<file path="src/hw/bb_test_pkg.sv">
// package: register map, field positions and carrier structs
package bb_test_pkg;
  localparam logic [7:0] OFS_TEST_MODES_FIRST  = 8'h40;
  localparam logic [7:0] OFS_TEST_MODES_SECOND = 8'h42;
  localparam logic [7:0] OFS_TEST_BUS_SELECT   = 8'h44;
  localparam logic [7:0] OFS_ED_THRESHOLD      = 8'h46;
  localparam logic [7:0] OFS_DELAY_SPREAD_THR  = 8'h48;
  localparam logic [7:0] OFS_TONE_RSSI_FORCE   = 8'h4a;
  localparam logic [7:0] OFS_SNR_THR_FIRST     = 8'h4c;
  localparam logic [7:0] OFS_SNR_THR_SECOND    = 8'h4e;
  localparam logic [7:0] REG_RESET             = 8'h00;
  // first test register fields
  localparam int B1_DAC_SRC   = 7;
  localparam int B1_HIGH_RATE = 6;
  localparam int B1_LEN_CNT   = 5;
  localparam int B1_TB_INPUT  = 4;
  localparam int B1_NO_SPREAD = 3;
  localparam int B1_NO_SCRAM  = 2;
  localparam int B1_PRS_44    = 1;
  localparam int B1_PRS_22    = 0;
  // second test register fields
  localparam int B2_NO_COH_AGC = 7;
  localparam int B2_FORCE_LOCK = 6;
  localparam int B2_NO_DC_COMP = 5;
  localparam int B2_CONV_BYP   = 4;
  localparam int B2_NO_TADJ    = 3;
  localparam int B2_LOOPBACK   = 2;
  localparam int B2_PRS_LOW    = 1;
  localparam int B2_PRS_HIGH   = 0;
  // other fields
  localparam int ED_ABS_BIT    = 7;
  localparam int FORCE_DEF_BIT = 6;
  localparam int FORCE_CAL_BIT = 5;
  localparam int DAC_TEST_MODE7 = 7;

  typedef struct packed {
    logic [7:0] addr;
    logic [7:0] wdata;
    logic       wr;
    logic       rd;
  } bus_req_s;

  // datapath measurements supplied from the receiver
  typedef struct packed {
    logic [7:0] rssi;
    logic [7:0] noise_floor;
    logic       continuous_tone;
    logic [4:0] delay_spread;
    logic       service_bit2;
    logic       cfg_six_bit2;
  } meas_s;

  // decoded controls driven into the datapath
  typedef struct packed {
    logic       dac_low_rate_iq;
    logic       force_high_rate;
    logic       length_cnt_en;
    logic       test_bus_oe;
    logic       spread_off;
    logic       scram_taps_zero;
    logic       prs44_en;
    logic       prs22_en;
    logic       prs44_init;
    logic       prs22_init;
    logic       coh_agc_off;
    logic       locked_tracking;
    logic       bit_tracking_off;
    logic       dc_comp_off;
    logic       conv_bypass;
    logic       loopback;
    logic       acq_lock_in;
    logic [5:0] i_sample;
    logic [5:0] q_sample;
    logic [7:0] test_bus_addr;
    logic       energy_detect;
    logic       use_default_cmf;
  } ctrl_s;
endpackage

</file>
<file path="src/hw/bb_test_regs.sv">
// register bank for baseband test modes and matched-filter weight choice
//
// The strobed register port was chosen for this implementation.
`timescale 1ns/100ps
module bb_test_regs
  import bb_test_pkg::*;
(
  input  wire logic       mclk,
  input  wire logic       nrst,
  input  wire bus_req_s   bus,
  output logic [7:0]      rdata,
  input  wire meas_s      meas,
  input  wire logic [2:0] dac_test_mode,
  input  wire logic       prs_bit,
  input  wire logic       serial_data_in_pin,
  input  wire logic [7:0] test_bus_input,
  output ctrl_s           ctrl
);

  typedef struct packed {
    logic [7:0] mode1;
    logic [7:0] mode2;
    logic [7:0] tb_sel;
    logic [7:0] ed_thr;
    logic [7:0] ds_thr;
    logic [7:0] tone_thr;
    logic [7:0] snr1;
    logic [7:0] snr2;
    logic [7:0] rdata;
    logic [1:0] prs_zero_seen;
    logic [1:0] sdi_sync;
    logic [7:0] tb_in_meta;
    logic [7:0] tb_in_sync;
    ctrl_s      ctrl;
  } state_s;

  state_s st_q;
  state_s st_d;

  // relative threshold adds the noise floor, saturating at 8 bits
  function automatic logic [7:0] add_sat(input logic [7:0] a,
                                         input logic [7:0] b);
    logic [8:0] s;
    s = {1'b0, a} + {1'b0, b};
    return s[8] ? 8'hff : s[7:0];
  endfunction

  logic [7:0] ed_level;
  logic       cmf_auto_default;

  // measurement compares for energy detect and matched filter choice
  always_comb begin
    ed_level = st_q.ed_thr[ED_ABS_BIT] ? {1'b0, st_q.ed_thr[6:0]}
             : add_sat({1'b0, st_q.ed_thr[6:0]}, meas.noise_floor);
    cmf_auto_default =
      (meas.continuous_tone && meas.rssi <
        add_sat({3'h0, st_q.tone_thr[4:0]}, meas.noise_floor)) ||
      (!meas.continuous_tone && meas.rssi <
        add_sat({4'h0, st_q.snr1[3:0]}, meas.noise_floor)) ||
      (!meas.continuous_tone &&
        meas.delay_spread < st_q.ds_thr[4:0] && meas.rssi <
        add_sat({3'h0, st_q.snr2[4:0]}, meas.noise_floor));
  end

  // next state: register writes, read mux and decoded controls
  always_comb begin
    st_d = st_q;
    // pin-side inputs pass two flops before use
    st_d.sdi_sync   = {st_q.sdi_sync[0], serial_data_in_pin};
    st_d.tb_in_meta = test_bus_input;
    st_d.tb_in_sync = st_q.tb_in_meta;
    // full 8 bits stored, unused bits included
    if (bus.wr) begin
      unique case (bus.addr)
        OFS_TEST_MODES_FIRST:  st_d.mode1    = bus.wdata;
        OFS_TEST_MODES_SECOND: st_d.mode2    = bus.wdata;
        OFS_TEST_BUS_SELECT:   st_d.tb_sel   = bus.wdata;
        OFS_ED_THRESHOLD:      st_d.ed_thr   = bus.wdata;
        OFS_DELAY_SPREAD_THR:  st_d.ds_thr   = bus.wdata;
        OFS_TONE_RSSI_FORCE:   st_d.tone_thr = bus.wdata;
        OFS_SNR_THR_FIRST:     st_d.snr1     = bus.wdata;
        OFS_SNR_THR_SECOND:    st_d.snr2     = bus.wdata;
        default: ;
      endcase
    end
    // unmapped reads return zero; data stands one cycle only
    st_d.rdata = REG_RESET;
    if (bus.rd) begin
      unique case (bus.addr)
        OFS_TEST_MODES_FIRST:  st_d.rdata = st_q.mode1;
        OFS_TEST_MODES_SECOND: st_d.rdata = st_q.mode2;
        OFS_TEST_BUS_SELECT:   st_d.rdata = st_q.tb_sel;
        OFS_ED_THRESHOLD:      st_d.rdata = st_q.ed_thr;
        OFS_DELAY_SPREAD_THR:  st_d.rdata = st_q.ds_thr;
        OFS_TONE_RSSI_FORCE:   st_d.rdata = st_q.tone_thr;
        OFS_SNR_THR_FIRST:     st_d.rdata = st_q.snr1;
        OFS_SNR_THR_SECOND:    st_d.rdata = st_q.snr2;
        default:               st_d.rdata = REG_RESET;
      endcase
    end
    // a generator may only run after its enable has been seen low;
    // a 1 written without a prior 0 is held off so logic is initialised
    if (!st_q.mode1[B1_PRS_44]) st_d.prs_zero_seen[1] = 1'b1;
    if (!st_q.mode1[B1_PRS_22]) st_d.prs_zero_seen[0] = 1'b1;
    st_d.ctrl.prs44_en   = st_q.mode1[B1_PRS_44] & st_q.prs_zero_seen[1];
    st_d.ctrl.prs22_en   = st_q.mode1[B1_PRS_22] & st_q.prs_zero_seen[0];
    st_d.ctrl.prs44_init = ~st_q.mode1[B1_PRS_44];
    st_d.ctrl.prs22_init = ~st_q.mode1[B1_PRS_22];
    st_d.ctrl.dac_low_rate_iq = (dac_test_mode == 3'(DAC_TEST_MODE7)) &
                                st_q.mode1[B1_DAC_SRC];
    st_d.ctrl.force_high_rate = st_q.mode1[B1_HIGH_RATE];
    st_d.ctrl.length_cnt_en   = st_q.mode1[B1_LEN_CNT];
    st_d.ctrl.test_bus_oe     = ~st_q.mode1[B1_TB_INPUT];
    st_d.ctrl.spread_off      = st_q.mode1[B1_NO_SPREAD];
    st_d.ctrl.scram_taps_zero = st_q.mode1[B1_NO_SCRAM];
    st_d.ctrl.coh_agc_off     = st_q.mode2[B2_NO_COH_AGC];
    // stopping time adjust wins over forced or detected locking
    st_d.ctrl.bit_tracking_off = st_q.mode2[B2_NO_TADJ];
    st_d.ctrl.locked_tracking  = ~st_q.mode2[B2_NO_TADJ] &
      (st_q.mode2[B2_FORCE_LOCK] |
       (meas.service_bit2 & meas.cfg_six_bit2));
    st_d.ctrl.dc_comp_off = st_q.mode2[B2_NO_DC_COMP];
    st_d.ctrl.loopback    = st_q.mode2[B2_LOOPBACK];
    st_d.ctrl.acq_lock_in = st_q.mode2[B2_LOOPBACK] & st_q.sdi_sync[1];
    st_d.ctrl.conv_bypass = st_q.mode2[B2_CONV_BYP] |
                            st_q.mode2[B2_LOOPBACK];
    // bypass samples: top four bits from test bus, low bits zero
    if (st_q.mode2[B2_CONV_BYP]) begin
      st_d.ctrl.i_sample = {st_q.tb_in_sync[3:0], 2'b00};
      st_d.ctrl.q_sample = {st_q.tb_in_sync[7:4], 2'b00};
    end else begin
      st_d.ctrl.i_sample = 6'h00;
      st_d.ctrl.q_sample = 6'h00;
    end
    st_d.ctrl.test_bus_addr = st_q.tb_sel;
    if (st_q.mode2[B2_PRS_LOW])
      st_d.ctrl.test_bus_addr[2:0] = {3{prs_bit}};
    if (st_q.mode2[B2_PRS_HIGH])
      st_d.ctrl.test_bus_addr[7:3] = {5{prs_bit}};
    st_d.ctrl.energy_detect = meas.rssi > ed_level;
    // both force bits set is undefined; default wins here
    if (st_q.tone_thr[FORCE_DEF_BIT])
      st_d.ctrl.use_default_cmf = 1'b1;
    else if (st_q.tone_thr[FORCE_CAL_BIT])
      st_d.ctrl.use_default_cmf = 1'b0;
    else
      st_d.ctrl.use_default_cmf = cmf_auto_default;
  end

  // single state register
  always_ff @(posedge mclk or negedge nrst) begin
    if (!nrst) begin
      st_q <= '0;
    end else begin
      st_q <= st_d;
    end
  end

  assign rdata = st_q.rdata;
  assign ctrl  = st_q.ctrl;

  property p_rd_back;
    @(posedge mclk) disable iff (!nrst)
      (bus.wr && bus.addr == OFS_SNR_THR_FIRST) ##1
      (bus.rd && bus.addr == OFS_SNR_THR_FIRST && !bus.wr)
      |=> rdata == $past(bus.wdata, 2);
  endproperty
  a_rd_back: assert property (p_rd_back)
    else $error("register read back mismatch");

  property p_high_rate;
    @(posedge mclk) disable iff (!nrst)
      (bus.wr && bus.addr == OFS_TEST_MODES_FIRST) |=> ##1
      ctrl.force_high_rate == $past(bus.wdata[B1_HIGH_RATE], 2);
  endproperty
  a_high_rate: assert property (p_high_rate)
    else $error("force high rate wrong");

  property p_tb_oe;
    @(posedge mclk) disable iff (!nrst)
      (bus.wr && bus.addr == OFS_TEST_MODES_FIRST &&
       bus.wdata[B1_TB_INPUT]) |=> ##1 !ctrl.test_bus_oe;
  endproperty
  a_tb_oe: assert property (p_tb_oe)
    else $error("test bus not tristated");

  property p_tadj_over;
    @(posedge mclk) disable iff (!nrst)
      st_q.mode2[B2_NO_TADJ] |=> !ctrl.locked_tracking &&
                                 ctrl.bit_tracking_off;
  endproperty
  a_tadj_over: assert property (p_tadj_over)
    else $error("tracking not disabled");

  property p_force_def;
    @(posedge mclk) disable iff (!nrst)
      st_q.tone_thr[FORCE_DEF_BIT] |=> ctrl.use_default_cmf;
  endproperty
  a_force_def: assert property (p_force_def)
    else $error("default weights not forced");

  property p_prs_init;
    @(posedge mclk) disable iff (!nrst)
      ctrl.prs44_en |-> st_q.prs_zero_seen[1];
  endproperty
  a_prs_init: assert property (p_prs_init)
    else $error("generator enabled without init");

  property p_bypass;
    @(posedge mclk) disable iff (!nrst)
      $past(st_q.mode2[B2_CONV_BYP]) |->
      ctrl.i_sample[1:0] == 2'b00 &&
      ctrl.i_sample[5:2] == $past(st_q.tb_in_sync[3:0]);
  endproperty
  a_bypass: assert property (p_bypass)
    else $error("bypass sample wrong");

  property p_ed_abs;
    @(posedge mclk) disable iff (!nrst)
      (st_q.ed_thr[ED_ABS_BIT] && meas.rssi > {1'b0, st_q.ed_thr[6:0]})
      |=> ctrl.energy_detect;
  endproperty
  a_ed_abs: assert property (p_ed_abs)
    else $error("energy detect missed");

  // remaining decodes, each checked one edge after the register
  property p_dac_src;
    @(posedge mclk) disable iff (!nrst)
      (dac_test_mode == 3'(DAC_TEST_MODE7) && st_q.mode1[B1_DAC_SRC])
      |=> ctrl.dac_low_rate_iq;
  endproperty
  a_dac_src: assert property (p_dac_src)
    else $error("dac source not low rate samples");

  property p_dac_off;
    @(posedge mclk) disable iff (!nrst)
      dac_test_mode != 3'(DAC_TEST_MODE7) |=> !ctrl.dac_low_rate_iq;
  endproperty
  a_dac_off: assert property (p_dac_off)
    else $error("dac source set outside test mode");

  property p_len_cnt;
    @(posedge mclk) disable iff (!nrst)
      ctrl.length_cnt_en == $past(st_q.mode1[B1_LEN_CNT]);
  endproperty
  a_len_cnt: assert property (p_len_cnt)
    else $error("length counter enable wrong");

  property p_spread;
    @(posedge mclk) disable iff (!nrst)
      ctrl.spread_off == $past(st_q.mode1[B1_NO_SPREAD]);
  endproperty
  a_spread: assert property (p_spread)
    else $error("spreading control wrong");

  property p_scram;
    @(posedge mclk) disable iff (!nrst)
      ctrl.scram_taps_zero == $past(st_q.mode1[B1_NO_SCRAM]);
  endproperty
  a_scram: assert property (p_scram)
    else $error("scrambler tap control wrong");

  property p_coh_agc;
    @(posedge mclk) disable iff (!nrst)
      ctrl.coh_agc_off == $past(st_q.mode2[B2_NO_COH_AGC]);
  endproperty
  a_coh_agc: assert property (p_coh_agc)
    else $error("coherent agc control wrong");

  property p_lock_force;
    @(posedge mclk) disable iff (!nrst)
      (!st_q.mode2[B2_NO_TADJ] && st_q.mode2[B2_FORCE_LOCK])
      |=> ctrl.locked_tracking;
  endproperty
  a_lock_force: assert property (p_lock_force)
    else $error("locked tracking not forced");

  property p_lock_auto;
    @(posedge mclk) disable iff (!nrst)
      (!st_q.mode2[B2_NO_TADJ] && !st_q.mode2[B2_FORCE_LOCK]) |=>
      ctrl.locked_tracking ==
        ($past(meas.service_bit2) && $past(meas.cfg_six_bit2));
  endproperty
  a_lock_auto: assert property (p_lock_auto)
    else $error("automatic locked tracking wrong");

  property p_dc_comp;
    @(posedge mclk) disable iff (!nrst)
      ctrl.dc_comp_off == $past(st_q.mode2[B2_NO_DC_COMP]);
  endproperty
  a_dc_comp: assert property (p_dc_comp)
    else $error("dc offset compensation control wrong");

  property p_loopback;
    @(posedge mclk) disable iff (!nrst)
      st_q.mode2[B2_LOOPBACK] |=> ctrl.loopback && ctrl.conv_bypass &&
      ctrl.acq_lock_in == $past(st_q.sdi_sync[1]);
  endproperty
  a_loopback: assert property (p_loopback)
    else $error("loopback controls wrong");

  property p_acq_idle;
    @(posedge mclk) disable iff (!nrst)
      !st_q.mode2[B2_LOOPBACK] |=> !ctrl.acq_lock_in && !ctrl.loopback;
  endproperty
  a_acq_idle: assert property (p_acq_idle)
    else $error("lock input active outside loopback");

  property p_prs_low;
    @(posedge mclk) disable iff (!nrst)
      st_q.mode2[B2_PRS_LOW] |=>
      ctrl.test_bus_addr[2:0] == {3{$past(prs_bit)}};
  endproperty
  a_prs_low: assert property (p_prs_low)
    else $error("sequence not on lower address bits");

  property p_prs_high;
    @(posedge mclk) disable iff (!nrst)
      st_q.mode2[B2_PRS_HIGH] |=>
      ctrl.test_bus_addr[7:3] == {5{$past(prs_bit)}};
  endproperty
  a_prs_high: assert property (p_prs_high)
    else $error("sequence not on upper address bits");

  property p_tb_addr;
    @(posedge mclk) disable iff (!nrst)
      (!st_q.mode2[B2_PRS_LOW] && !st_q.mode2[B2_PRS_HIGH])
      |=> ctrl.test_bus_addr == $past(st_q.tb_sel);
  endproperty
  a_tb_addr: assert property (p_tb_addr)
    else $error("test bus address wrong");

  property p_ed_rel;
    @(posedge mclk) disable iff (!nrst)
      (!st_q.ed_thr[ED_ABS_BIT] && meas.rssi <= {1'b0, st_q.ed_thr[6:0]})
      |=> !ctrl.energy_detect;
  endproperty
  a_ed_rel: assert property (p_ed_rel)
    else $error("energy detect below relative level");

  property p_force_cal;
    @(posedge mclk) disable iff (!nrst)
      (!st_q.tone_thr[FORCE_DEF_BIT] && st_q.tone_thr[FORCE_CAL_BIT])
      |=> !ctrl.use_default_cmf;
  endproperty
  a_force_cal: assert property (p_force_cal)
    else $error("calculated weights not forced");

  property p_cmf_tone;
    @(posedge mclk) disable iff (!nrst)
      (!st_q.tone_thr[FORCE_DEF_BIT] && !st_q.tone_thr[FORCE_CAL_BIT] &&
       meas.continuous_tone && meas.rssi < {3'h0, st_q.tone_thr[4:0]})
      |=> ctrl.use_default_cmf;
  endproperty
  a_cmf_tone: assert property (p_cmf_tone)
    else $error("default weights missed under tone");

  property p_rd_idle;
    @(posedge mclk) disable iff (!nrst)
      !bus.rd |=> rdata == REG_RESET;
  endproperty
  a_rd_idle: assert property (p_rd_idle)
    else $error("read data left standing");

endmodule // bb_test_regs

</file>
<file path="config.mk">
export PLATFORM = sky130hd
export DESIGN_NAME = bb_test_regs
export DESIGN_NICKNAME = d
export VERILOG_FILES = /design/src/hw/bb_test_pkg.sv /design/src/hw/bb_test_regs.sv
export SDC_FILE = /design/constraint.sdc
export NUM_CORES = 1
export LEC_CHECK = 0
export ABC_AREA = 1
export BUFFER_PORTS_ARGS = -buffer_cell sky130_fd_sc_hd__buf_4
export CAP_MARGIN = 20
export CORE_AREA = 8 8 123 125
export CTS_CLUSTER_SIZE = 10
export DETAILED_ROUTE_END_ITERATION = 10
export DIE_AREA = 0 0 131 133
export PLACE_DENSITY_LB_ADDON = 0.15
export SKIP_LAST_GASP = 1
export SLEW_MARGIN = 15
export SYNTH_ARGS = -nofsm -noshare
export SYNTH_HDL_FRONTEND = slang
export SYNTH_SLANG_ARGS = --single-unit
</file>
<file path="constraint.sdc">
create_clock -name mclk -period 3.6 [get_ports mclk]
set_input_delay 0.36 -clock mclk [delete_from_list [all_inputs] [get_ports mclk]]
set_output_delay 0.36 -clock mclk [all_outputs]
set_load 0.02 [all_outputs]
</file>
==> impl_results.md <==
* Internal Pwr Total at 2720 uW
* Drt initial violations at 527
* Total power at ~3700 uW
* CP arrival at 3.27 ns
* Post-CTS resize count at 0
* Core Rows at 42
* Flop2flop setup slack at around 0.63 ns
* Slowest CP cell: dfrtp_1
* Most frequent CP cell: a21oi_1
* Die Height at 133 um
* Final TNS setup at 0 ns
* CTS sink count at 127
* Die width at 131 um
* Ports at 104
* Residual DRC at 0
* Status: finished, final reports clean
* CORE AREA at 13100 um^2
* Yosys top cell area share at 45.5%
* Seq pwr share at 41.5%
* Worst slew margin at 46.3%
* Mapped Cells at 810
* Psw at between 900 and 1000 uW
* Count of cell types in the netlist at 38
* Reg clk slew, reported paths at approximately 0.060 ns
* Main synth FF type: dfrtp_1
* Compound-Gate Fraction of Synth Area at 12.6%
* ANT cells at 0
* Clk_lat worst skew at ~0.42 ns
* Slew Limit Fails at 0
* GR Util All Layers at between 20 and 25%
* H-tree lvl count at 4
* Crit path buf inv count at 0
* Synth Area per Inst at 8.63 um^2
* Setup violators final at 0
* Grt total ovfl at 0
* Minimum clock period at 2.97 ns
* Comb power frac at 13.0%
* CTS tree: built
* Drt pass-1 iters at 5
* Die area at 17400 um^2
* Tcrit/Tclk final at between 80% and 90%
* Crit path max-delay family: compound AO/OA/AOI/OAI gates
* HPWL after detailed placement at 13.2 mm
* Top-count cell post-synth: nand2_1
* Simple-gate share of the synthesized area at approximately 18%
* Fill cells at 1123
* Post-synthesis mux area share at 0%
* CP Capture Type: register
* Largest stage delay on the critical path at 0.43 ns
* Async SR Flop Fraction at 100%
* Antenna viol nets, final at 0
* Crit-path cells: ha_1 > fa_1 > a21oi_1 > o21ai_2 > a21oi_1 > o21ai_2 > nand2_1 > nand2_1 > nand2_2 > nand3_1 > o21ai_0 > ha_1 > a21oi_1 > o21a_1 > nor2_1 > o21ai_0 > a2bb2oi_1
* Via count at 5468
* Clock Path Buffers at 2
* CTS Hold Bufs at 0
* Ranking of synthesized cells by area: dfrtp_1 (45%), nand2_1 (9.8%), ha_1 (9.7%)
* Yosys warning count at 0
* Min Hold Slack at roughly 0.013 ns
* Post-synth EDFFs at 0
* First-pass GRT wire length at around 28 mm
* RSZ-0062 raised after global routing: false
* Input/output buffers at 99
* Skew final at 0.0115 ns
* Largest net degree at the start of global routing at 66
* Startpoint types: register
* Leakage power at 0.00424 uW
* Flops & latches, synth at 127
* Worst-Margin Slew at 0.806 ns
* CP Max Fanout at 7
* Fraction of layout instances using a drive strength above 1 at around a fifth
* Clock root buffer: clkbuf_16
* Pwr/cell area at 455 nW/um^2
* Area delta synth->final at 16.2%
* Vias in the first global route at 5402
* CP Data Required Time at between 3 and 4 ns
* Yosys top cell by area: dfrtp_1
* Drt wl/cell at 16.1 um
* Initial Utilization at 53.4%
* Max IR drop VDD at 0.346 mV
* Hold Fails Final Rpt at 0
* Final nets at 988
* Post-Synth XOR/XNOR Area at under 10%
* Max_cap viols at 0
* Vias per std cell at 5.15
* Critical path class: reg2reg
* Clk network pwr share at 45.5%
* Placed Cells at between 1000 and 1500
* DRT Wirelength at between 15 and 20 mm
* Max frequency at 0.336 GHz
* Sw Share at 26.5%
* Post-CTS Setup Bufs at 0
* Post-Synth Adder-Cell Area at 10.8%
* Synth top cells by count: nand2_1 (183), dfrtp_1 (127), inv_1 (91)
* Worst min path class: in2async
* Initial antenna violation count at 0
* Largest family of logic cells by synthesized area: simple AND/OR/NAND/NOR gates
* Inserted Clock Buffers at 17
* Post-Syn Area at 6990 um^2
* Non-Filler Instances at 1062
* Post-synthesis sequential area ratio at between 40 and 50%
* GPL Wtd Cong at 0.906
path summary, 6_finish.rpt:
| kind | startpoint | endpoint | cells after the start |
|---|---|---|---|
| max | st_q[99] | ctrl[1] | 17 |
| min | nrst | st_d[45] | 1 |
| max reg2reg | st_q[99] | ctrl[1] | 17 |
| min reg2reg | st_d[41] | st_q[41] | 0 |
| max in group asynchronous | nrst | rdata[7] | 2 |
| min in group mclk | test_bus_input[6] | st_d[45] | 1 |
power groups by stage:
stage / clock network, uW / logic (uW) / registers (uW)
after floorplan: 0 / 317 / 1550
final: 1680 / 481 / 1540
after global placement: 0 / 464 / 1560
after detailed placement: 0 / 482 / 1560
after CTS: 1710 / 485 / 1540
after global routing: 1770 / 550 / 1540
state kept, by name (all words and copies together), names as in the netlist:
register,flops
st_q,67
ctrl,35
st_d,17
rdata,8
cells by family after synthesis:
logic type | Yosys count
AOI/OAI and AO/OA | 161
xor gates and xnor gates | 8
and+or+nand+nor | 295
DFF | 127
buffers and inverters | 160
adders and majority gates | 58
other | 1
cells in the final DEF (no fill, tap or decap), drive strengths merged:
cell        n
xor2        4
a22o        3
buf       100
o22ai       2
a211oi      4
o21ai     108
o21a        1
fa          4
nor2       45
clkbuf     18
o211ai      2
nor4        6
bufinv      2
a21oi      33
xnor2       4
a21o        1
dfrtp     127
a221oi      5
or2         7
nor3        5
inv       104
ha         54
a31oi       1
clkinvlp    2
nand3      34
conb        4
a2bb2oi     1
clkinv      7
nand2     195
nand4       3
routing by layer:
metal	track usage (%)	wire length, um
met3	5.22	948
met4	5.87	238
met2	31.9	8140
met1	27.7	7720
met5	0	0
layout make-up:
| type | instances | area (um^2) | area share [%] |
|---|---|---|---|
| Multi-Input combinational cell | 526 | 3000 | 36.9 |
| Tap cell | 176 | 220 | 2.71 |
| Timing Repair Buffer | 100 | 763 | 9.39 |
| Inverter | 101 | 380 | 4.68 |
| Sequential cell | 127 | 3180 | 39.1 |
| Clock inverter | 14 | 159 | 1.96 |
| Clock buffer | 18 | 429 | 5.28 |
metrics by stage:
stage / instance area (um^2) / setup WS, ns / util [%]
4_1_cts: 8130 / 0.623 / 62.1
2_1_floorplan: 7000 / 0.951 / -
3_3_place_gp: 7540 / 0.681 / 57.6
6_report: 8130 / 0.627 / 62.1
5_1_grt: 8130 / 0.401 / 62.1
3_5_place_dp: 7540 / 0.549 / 57.6
Note: power is estimated with default switching activity, not from simulation.
